$ cat src/shared/spfd_pkg.sv
/*
 * Constants, state type and timing counts for the serial port frame engine.
 * Assumes a 200 MHz system clock and that the port runs as bus master.
 */
package spfd_pkg;
    // ==========================================================
    // Widths and depths.
    localparam int          DATA_W      = 16;
    localparam int          PTR_W       = 3;
    localparam int          CNT_W       = 4;
    localparam logic [3:0]  FIFO_DEPTH  = 4'h8;
    localparam logic [3:0]  BURST_LEVEL = 4'h4;
    localparam logic [3:0]  SIZE_MIN    = 4'h3;
    localparam logic [4:0]  CTRL_BITS   = 5'h08;
    localparam logic [4:0]  RESP_FIRST  = 5'h09;
    localparam int          CTRL_W      = 8;
    // ==========================================================
    // Serial clock timing.
    localparam int          CLK_MHZ     = 200;
    localparam int          SCK_HALF_NS = 20;
    localparam int          HALF_CYCLES = (SCK_HALF_NS * CLK_MHZ + 999) / 1000;
    localparam int          HALF_W      = 3;
    localparam logic [2:0]  HALF_LAST   = 3'(HALF_CYCLES - 1);
    // ==========================================================
    // Frame engine states.
    typedef enum logic [4:0] {
        ST_IDLE  = 5'h01,
        ST_SETUP = 5'h02,
        ST_XFER  = 5'h04,
        ST_TAIL  = 5'h08,
        ST_GAP   = 5'h10
    } spfd_state_type;
endpackage : spfd_pkg

$ cat src/logic/spfd_core.sv
/*
 * Master frame engine of the sync serial port: SPI modes of either clock polarity,
 * half-duplex command format, transmit and receive FIFOs and DMA requests.
 * Assumes configuration inputs are steady while the port is enabled.
 */
module spfd_core (
    input  wire logic                       i_clk,
    input  wire logic                       i_rst_n,
    input  wire logic                       i_enable,
    input  wire logic                       i_master,
    input  wire logic                       i_cmd_format,
    input  wire logic                       i_clock_polarity_bit,
    input  wire logic                       i_clock_phase_bit,
    input  wire logic [3:0]                 i_data_size,
    input  wire logic                       i_tx_wr,
    input  wire logic [spfd_pkg::DATA_W-1:0] i_tx_data,
    input  wire logic                       i_rx_rd,
    input  wire logic                       i_rx_dma_enable,
    input  wire logic                       i_tx_dma_enable,
    input  wire logic                       i_dma_done,
    input  wire logic                       i_serial_rx_line,
    output logic [spfd_pkg::DATA_W-1:0]     o_rx_data,
    output logic                            o_rx_empty,
    output logic                            o_tx_full,
    output logic                            o_rx_dma_single,
    output logic                            o_rx_dma_burst,
    output logic                            o_tx_dma_single,
    output logic                            o_tx_dma_burst,
    output logic                            o_irq,
    output logic                            o_serial_clock_pin,
    output logic                            o_serial_clock_oe,
    output logic                            o_frame_select_pin,
    output logic                            o_serial_tx_line,
    output logic                            o_serial_tx_oe
);
    import spfd_pkg::*;

    // ==========================================================
    // Declarations.
    spfd_state_type     state;
    logic [HALF_W-1:0]  half_cnt;
    logic               tick;
    logic               cmd_r;
    logic               pol_r;
    logic               pha_r;
    logic [3:0]         last_r;
    logic [3:0]         size_in;
    logic [4:0]         bit_cnt;
    logic               reload;
    logic               tail_cnt;
    logic [DATA_W-1:0]  shift_tx;
    logic [DATA_W-1:0]  shift_rx;
    logic [DATA_W-1:0]  rx_word;
    logic [DATA_W-1:0]  load_val;
    logic               rx_meta;
    logic               rx_s;
    logic               idle_lvl;
    logic               cap_lvl;
    logic               cap;
    logic               launch;
    logic               last_bit;
    logic               start;
    logic               more;
    logic               tail_end;
    logic               gap_end;
    logic               tx_pop;
    logic               tx_push;
    logic               rx_push;
    logic               rx_pop;
    logic [DATA_W-1:0]  tx_mem [FIFO_DEPTH];
    logic [DATA_W-1:0]  rx_mem [FIFO_DEPTH];
    logic [PTR_W-1:0]   tx_wr;
    logic [PTR_W-1:0]   tx_rd;
    logic [PTR_W-1:0]   rx_wr;
    logic [PTR_W-1:0]   rx_rd;
    logic [CNT_W-1:0]   tx_count;
    logic [CNT_W-1:0]   rx_count;
    logic [CNT_W-1:0]   next_tx_count;
    logic [CNT_W-1:0]   next_rx_count;
    logic [CNT_W-1:0]   next_tx_free;

    // ==========================================================
    // Receive line synchroniser.
    always_ff @(posedge i_clk or negedge i_rst_n) begin
        if (!i_rst_n) begin
            rx_meta <= 1'b0;
            rx_s    <= 1'b0;
        end else begin
            rx_meta <= i_serial_rx_line;
            rx_s    <= rx_meta;
        end
    end

    // ==========================================================
    // Frame decisions.
    function automatic logic [DATA_W-1:0] spfd_align(input logic [DATA_W-1:0] w, input logic cmd,
                                                     input logic [3:0] last);
        if (cmd) begin
            return {w[CTRL_W-1:0], {(DATA_W - CTRL_W){1'b0}}};
        end
        return w << (4'hf - last);
    endfunction : spfd_align

    always_comb begin
        size_in  = (i_data_size < SIZE_MIN) ? SIZE_MIN : i_data_size;
        tick     = (state != ST_IDLE) && (half_cnt == HALF_LAST);
        idle_lvl = cmd_r ? 1'b0 : pol_r;
        cap_lvl  = cmd_r | (pha_r ^ ~pol_r);
        cap      = tick && (state == ST_XFER) && (~o_serial_clock_pin == cap_lvl);
        launch   = tick && (state == ST_XFER) && (~o_serial_clock_pin != cap_lvl);
        last_bit = cmd_r ? (bit_cnt == RESP_FIRST + {1'b0, last_r}) : (bit_cnt == {1'b0, last_r});
        more     = i_enable && (tx_count != 4'h0);
        start    = (state == ST_IDLE) && i_master && more;
        tail_end = tick && (state == ST_TAIL) && tail_cnt;
        gap_end  = tick && (state == ST_GAP) && tail_cnt;
        tx_pop   = start || (launch && reload) || gap_end;
        rx_word  = cmd_r ? shift_rx : {shift_rx[DATA_W-2:0], rx_s};
        rx_push  = (cap && last_bit && !cmd_r) || (cmd_r && ((launch && reload) || tail_end));
        load_val = (state == ST_IDLE) ? spfd_align(tx_mem[tx_rd], i_cmd_format, size_in)
                                      : spfd_align(tx_mem[tx_rd], cmd_r, last_r);
    end

    // ==========================================================
    // Frame engine.
    always_ff @(posedge i_clk or negedge i_rst_n) begin
        if (!i_rst_n) begin
            state              <= ST_IDLE;
            half_cnt           <= '0;
            cmd_r              <= 1'b0;
            pol_r              <= 1'b1;
            pha_r              <= 1'b0;
            last_r             <= SIZE_MIN;
            bit_cnt            <= '0;
            reload             <= 1'b0;
            tail_cnt           <= 1'b0;
            shift_tx           <= '0;
            shift_rx           <= '0;
            o_serial_clock_pin <= 1'b1;
            o_frame_select_pin <= 1'b1;
            o_serial_tx_line   <= 1'b0;
            o_serial_tx_oe     <= 1'b0;
        end else begin
            half_cnt <= (state == ST_IDLE || tick) ? '0 : half_cnt + 3'h1;
            case (state)
                ST_IDLE: begin
                    o_serial_clock_pin <= i_cmd_format ? 1'b0 : i_clock_polarity_bit;
                    if (start) begin
                        cmd_r              <= i_cmd_format;
                        pol_r              <= i_clock_polarity_bit;
                        pha_r              <= i_clock_phase_bit;
                        last_r             <= size_in;
                        o_frame_select_pin <= 1'b0;
                        o_serial_tx_oe     <= 1'b1;
                        shift_tx           <= load_val;
                        shift_rx           <= '0;
                        bit_cnt            <= '0;
                        reload             <= 1'b0;
                        o_serial_tx_line   <= i_cmd_format ? load_val[DATA_W-1] : 1'b0;
                        state              <= i_cmd_format ? ST_XFER : ST_SETUP;
                    end
                end
                ST_SETUP: begin
                    if (tick) begin
                        o_serial_tx_line <= shift_tx[DATA_W-1];
                        if (pha_r) begin
                            o_serial_clock_pin <= ~o_serial_clock_pin;
                        end
                        state <= ST_XFER;
                    end
                end
                ST_XFER: begin
                    if (tick) begin
                        o_serial_clock_pin <= ~o_serial_clock_pin;
                        if (cap) begin
                            bit_cnt <= bit_cnt + 5'h01;
                            if (!cmd_r || bit_cnt >= RESP_FIRST) begin
                                shift_rx <= {shift_rx[DATA_W-2:0], rx_s};
                            end
                            if (last_bit) begin
                                reload <= more && (cmd_r || pha_r);
                                if (!(more && (cmd_r || pha_r))) begin
                                    state    <= ST_TAIL;
                                    tail_cnt <= 1'b0;
                                end
                            end
                        end else if (reload) begin
                            reload           <= 1'b0;
                            shift_tx         <= load_val;
                            o_serial_tx_line <= load_val[DATA_W-1];
                            bit_cnt          <= '0;
                            shift_rx         <= '0;
                        end else if (!cmd_r || bit_cnt < CTRL_BITS) begin
                            shift_tx         <= shift_tx << 1;
                            o_serial_tx_line <= shift_tx[DATA_W-2];
                        end else begin
                            o_serial_tx_line <= 1'b0;
                        end
                    end
                end
                ST_TAIL: begin
                    if (tick) begin
                        o_serial_clock_pin <= idle_lvl;
                        tail_cnt           <= 1'b1;
                        if (tail_cnt) begin
                            o_frame_select_pin <= 1'b1;
                            tail_cnt           <= 1'b0;
                            if (!cmd_r && !pha_r && more) begin
                                state <= ST_GAP;
                            end else begin
                                state            <= ST_IDLE;
                                o_serial_tx_oe   <= 1'b0;
                                o_serial_tx_line <= 1'b0;
                            end
                        end
                    end
                end
                ST_GAP: begin
                    if (tick) begin
                        tail_cnt <= 1'b1;
                        if (tail_cnt) begin
                            o_frame_select_pin <= 1'b0;
                            tail_cnt           <= 1'b0;
                            shift_tx           <= load_val;
                            shift_rx           <= '0;
                            bit_cnt            <= '0;
                            state              <= ST_SETUP;
                        end
                    end
                end
                default: begin
                    state <= ST_IDLE;
                end
            endcase
        end
    end

    // ==========================================================
    // Clock pad ownership.
    always_ff @(posedge i_clk or negedge i_rst_n) begin
        if (!i_rst_n) begin
            o_serial_clock_oe <= 1'b0;
        end else begin
            o_serial_clock_oe <= i_master;
        end
    end

    // ==========================================================
    // FIFOs.
    always_comb begin
        tx_push       = i_tx_wr && (tx_count != FIFO_DEPTH);
        rx_pop        = i_rx_rd && (rx_count != 4'h0);
        next_tx_count = tx_count + {3'h0, tx_push} - {3'h0, tx_pop};
        next_rx_count = rx_count + {3'h0, rx_push && (rx_count != FIFO_DEPTH)} - {3'h0, rx_pop};
        next_tx_free  = FIFO_DEPTH - next_tx_count;
    end

    always_ff @(posedge i_clk) begin
        if (tx_push) begin
            tx_mem[tx_wr] <= i_tx_data;
        end
        if (rx_push && (rx_count != FIFO_DEPTH)) begin
            rx_mem[rx_wr] <= rx_word;
        end
    end

    always_ff @(posedge i_clk or negedge i_rst_n) begin
        if (!i_rst_n) begin
            tx_wr     <= '0;
            tx_rd     <= '0;
            rx_wr     <= '0;
            rx_rd     <= '0;
            tx_count  <= '0;
            rx_count  <= '0;
            o_rx_data <= '0;
        end else begin
            tx_wr    <= tx_wr + PTR_W'(tx_push);
            tx_rd    <= tx_rd + PTR_W'(tx_pop);
            rx_wr    <= rx_wr + PTR_W'(rx_push && (rx_count != FIFO_DEPTH));
            rx_rd    <= rx_rd + PTR_W'(rx_pop);
            tx_count <= next_tx_count;
            rx_count <= next_rx_count;
            if (rx_pop) begin
                o_rx_data <= rx_mem[rx_rd];
            end
        end
    end

    // ==========================================================
    // Status, DMA requests and completion interrupt.
    always_ff @(posedge i_clk or negedge i_rst_n) begin
        if (!i_rst_n) begin
            o_rx_empty      <= 1'b1;
            o_tx_full       <= 1'b0;
            o_rx_dma_single <= 1'b0;
            o_rx_dma_burst  <= 1'b0;
            o_tx_dma_single <= 1'b0;
            o_tx_dma_burst  <= 1'b0;
            o_irq           <= 1'b0;
        end else begin
            o_rx_empty      <= (next_rx_count == 4'h0);
            o_tx_full       <= (next_tx_count == FIFO_DEPTH);
            o_rx_dma_single <= i_rx_dma_enable && (next_rx_count != 4'h0);
            o_rx_dma_burst  <= i_rx_dma_enable && (next_rx_count >= BURST_LEVEL);
            o_tx_dma_single <= i_tx_dma_enable && (next_tx_free != 4'h0);
            o_tx_dma_burst  <= i_tx_dma_enable && (next_tx_free >= BURST_LEVEL);
            o_irq           <= i_dma_done && (i_rx_dma_enable || i_tx_dma_enable);
        end
    end
endmodule : spfd_core

$ cat config.mk
export PLATFORM = sky130hd
export DESIGN_NAME = spfd_core
export DESIGN_NICKNAME = d
export VERILOG_FILES = /design/src/shared/spfd_pkg.sv /design/src/logic/spfd_core.sv
export SDC_FILE = /design/constraint.sdc
export NUM_CORES = 1
export LEC_CHECK = 0
export BUFFER_PORTS_ARGS = -buffer_cell sky130_fd_sc_hd__buf_4
export CORE_ASPECT_RATIO = 1.75
export CORE_MARGIN = 2
export CORE_UTILIZATION = 46
export CTS_CLUSTER_SIZE = 40
export DETAILED_ROUTE_END_ITERATION = 8
export SYNTH_ARGS = -nofsm -noshare
export SYNTH_HDL_FRONTEND = slang
export SYNTH_SLANG_ARGS = --single-unit
$ cat constraint.sdc
create_clock -name i_clk -period 11.5 [get_ports i_clk]
set_input_delay 1.15 -clock i_clk [delete_from_list [all_inputs] [get_ports i_clk]]
set_output_delay 1.15 -clock i_clk [all_outputs]
set_load 0.02 [all_outputs]
==> insert_results.sql <==
INSERT INTO impl_metrics (metric_group, metric, value, unit) VALUES
('drt', 'totalWireLength', '35650', 'microns'),
('sta', 'worst_hold_slack', '357.0', 'ps'),
('global_routing', 'largest_net_degree_at_the_start_of_global_routing', '74', ''),
('setup_path', 'timing.critical_path.from_type', 'register', ''),
('setup_path', 'critPathSlowestCell', 'sky130_fd_sc_hd__inv_1', ''),
('setup_path', 'timing.critical_path.cells', 'or3_1, or2_1, o21ai_0, a31oi_1, inv_1, ha_1, inv_1, ha_1, a21o_1, a21oi_1, xor2_1, nor4b_1, nor3b_1', ''),
('setup_path', 'critical_path_peak_fanout', '15', ''),
('die', 'floorplan.die_area', '36890', 'sq um'),
('setup_path', 'timing.critical_path.slowest_cell_delay', '560', 'ps'),
('drt', 'met1_length', '12760', 'microns'),
('placement', 'place.port_buffers', '60', ''),
('yosys', 'seq_area_frac_synth', '63.40', '%'),
('yosys', 'dominant_register_cell_in_the_synthesized_netlist', 'sky130_fd_sc_hd__edfxtp_1', ''),
('sta', 'setup_tns', '0', 'ps'),
('drt', 'detail_route.vias_per_cell', '5.697', ''),
('die', 'die_w', '146.1', 'microns'),
('power_and_ir_drop', 'vdd_ir_drop_max', '0.0001518', 'V'),
('global_routing', 'groute.usage.overall', '19.79', '%'),
('yosys', 'synthDominantCellAreaShare', '47.32', '%'),
('drt', 'remaining_drc_errors', '0', ''),
('drt', 'routed_wire_length_per_instance', '21.45', 'microns'),
('clocking', 'clkSinkCount', '360', ''),
('placement', 'place_congestion', '0.9456', ''),
('placement', 'dpl_worst_slack', '6918', 'ps'),
('clocking', 'cts_max_path_buffers', '3', ''),
('layout', 'area.growth.synth_to_final', '13.39', '%'),
('sta', 'period_minus_slack', '4397', 'ps'),
('sta', 'max-slew-margin-rel', '27.54', '%'),
('yosys', 'yosys-top-cells-area', 'sky130_fd_sc_hd__edfxtp_1, sky130_fd_sc_hd__dfrtp_1, sky130_fd_sc_hd__mux4_2', ''),
('clocking', 'htree_num_levels', '2', ''),
('setup_path', 'worstSetupPathType', 'reg -> reg', ''),
('setup_path', 'cp_top_family', 'simple AND/OR/NAND/NOR gates', ''),
('sta', 'clock-skew-final', '19.13', 'ps'),
('yosys', 'post_synth_inst_count', '1103', ''),
('setup_path', 'cp.buffers_inverters', '2', ''),
('drt', 'uppermost_signal_routing_layer_after_detailed_routing', 'met4', ''),
('clocking', 'cts.hold.buffers_added', '0', ''),
('global_routing', 'grt_pass1_vias', '9967', ''),
('drt', 'first_drt_iteration_drcs', '485', ''),
('sta', 'tightestPinTransition', '1081', 'ps'),
('clocking', 'tritoncts', 'yes', ''),
('min_path', 'holdCritPathClass', 'reg -> reg', ''),
('sta', 'final-max-slew-violation-count', '0', ''),
('job', 'maxCapViolCount', '0', ''),
('sta', 'rsz0062_at_grt', 'false', ''),
('die', 'start_util', '46.32', '%'),
('sta', 'fmaxAchievable', '227.4', 'MHz'),
('die', 'design.core.area', '35070', 'sq um'),
('layout', 'layout.filler_cells', '3002', ''),
('clocking', 'cts.repair.resized', '0', ''),
('yosys', 'proportion_of_synthesized_flip_flops_having_asynchronous_set_or_reset', '28.89', '%'),
('clocking', 'clk_root_buffer_cell', 'sky130_fd_sc_hd__clkbuf_16', ''),
('global_routing', 'overflow', '0', ''),
('status', 'run_status', 'completed', ''),
('drt', 'met2_wirelength', '20070', 'microns'),
('power_and_ir_drop', 'p_per_area', '259.2', 'nW/um^2'),
('drt', 'wl_met3', '1078', 'microns'),
('clocking', 'cts_buffers', '35', ''),
('clocking', 'worstSkewPairLatency', '540', 'ps'),
('yosys', 'count_of_cell_types_in_the_netlist', '77', ''),
('layout', 'final_net_count', '1228', ''),
('yosys', 'synth.most_common_cell', 'sky130_fd_sc_hd__edfxtp_1', ''),
('yosys', 'syn_area_per_cell', '14.73', 'sq um'),
('layout', 'drive_above_1_share', '22.26', '%'),
('drt', 'postRouteAntennaNets', '0', ''),
('die', 'site_rows', '91', ''),
('yosys', 'yosysTopAreaCell', 'sky130_fd_sc_hd__edfxtp_1', ''),
('clocking', 'buffers_inserted_by_post_cts_timing_repair', '0', ''),
('die', 'die_height', '252.6', 'microns'),
('layout', 'final_util', '52.53', '%'),
('placement', 'hpwlAfterDp', '24580', 'microns');
[logic make-up (layout without fill, tap and decap cells)]
logic type / Yosys count / count (layout) / synth area share [%]
and+or+nand+nor: 250 / 250 / 7.571
xor gates and xnor gates: 18 / 18 / 0.9705
adders and majority gates: 27 / 27 / 2.172
other: 0 / 2 / 0
DFF: 360 / 360 / 63.40
buffers and inverters: 100 / 192 / 2.603
muxes: 166 / 166 / 16.11
AOI/OAI and AO/OA: 182 / 182 / 7.179
[stage by stage]
step	instances	instance area (sq um)
after CTS	1660	18420
after floorplan	1103	16240
after global routing	1662	18420
final	1662	18420
after detailed placement	1596	17240
after global placement	1596	17240
[layout make-up]
type | instances | area [sq um] | share of cell area (%)
tap | 465 | 581.8 | 3.159
sequential | 360 | 10300 | 55.94
multi-input combinational | 643 | 5550 | 30.13
clock inverter | 21 | 249.0 | 1.352
timing repair buffer | 86 | 645.6 | 3.505
inverter | 42 | 157.7 | 0.8559
antenna | 2 | 5.005 | 0.02717
clock buffer | 43 | 927.1 | 5.033
[placed cells by master, fill, tap and decap left out, drive strengths merged, types with 4 or more instances in the layout]
cell and count:
mux4 72, buf 86, xnor2 6, a221o 6, a31oi 5, clkbuf 43, a21oi 28, a21o 5
edfxtp 256, nand2b 9, and2 7, nor2b 4, dfrtp 97, ha 25, o211ai 7, and3 9
nand4 5, xor2 12, or3 9, dfstp 7, nand3 28, mux2i 75, bufinv 5, clkinv 15
nor2 56, a211oi 7, mux2 19, or2 8, nand2 72, o21ai 78, o22ai 8, nor3 26
inv 42
[final timing paths]
path                                from             end  slack (ps)  depth (start not counted)
worst min-delay path             rx_meta            rx_s         360                          0
min in group asynchronous        i_rst_n   o_rx_data[11]         550                          1
max in group asynchronous        i_rst_n        tx_rd[2]        9610                          2
worst min register to register   rx_meta            rx_s         360                          0
worst max register to register  state[2]  o_tx_dma_burst        7100                         13
worst max-delay path            state[2]  o_tx_dma_burst        7100                         13
[metal layers]
| layer | global-route usage (%) | up-vias |
|---|---|---|
| met5 | 0 | - |
| met3 | 2.726 | 99 |
| met4 | 9.736 | 0 |
| met2 | 38.18 | 204 |
| li1 | - | 4375 |
| met1 | 20.90 | 4790 |
[flip-flops by register name, summed over array words and instances, names as in the netlist, 3 cells and up]
register	count
tx_mem	128
state	5
shift_rx	16
rx_count	4
tx_wr	3
rx_wr	3
o_rx_data	16
bit_cnt	5
last_r	4
rx_mem	128
tx_rd	3
tx_count	4
half_cnt	3
shift_tx	16
rx_rd	3
[power breakdown]
part / internal, W / switching (W)
registers: 0.00159 / 0.000191
clock network: 0.000692 / 0.000487
logic: 0.000785 / 0.00103
(Power assumes the default switching activity.)
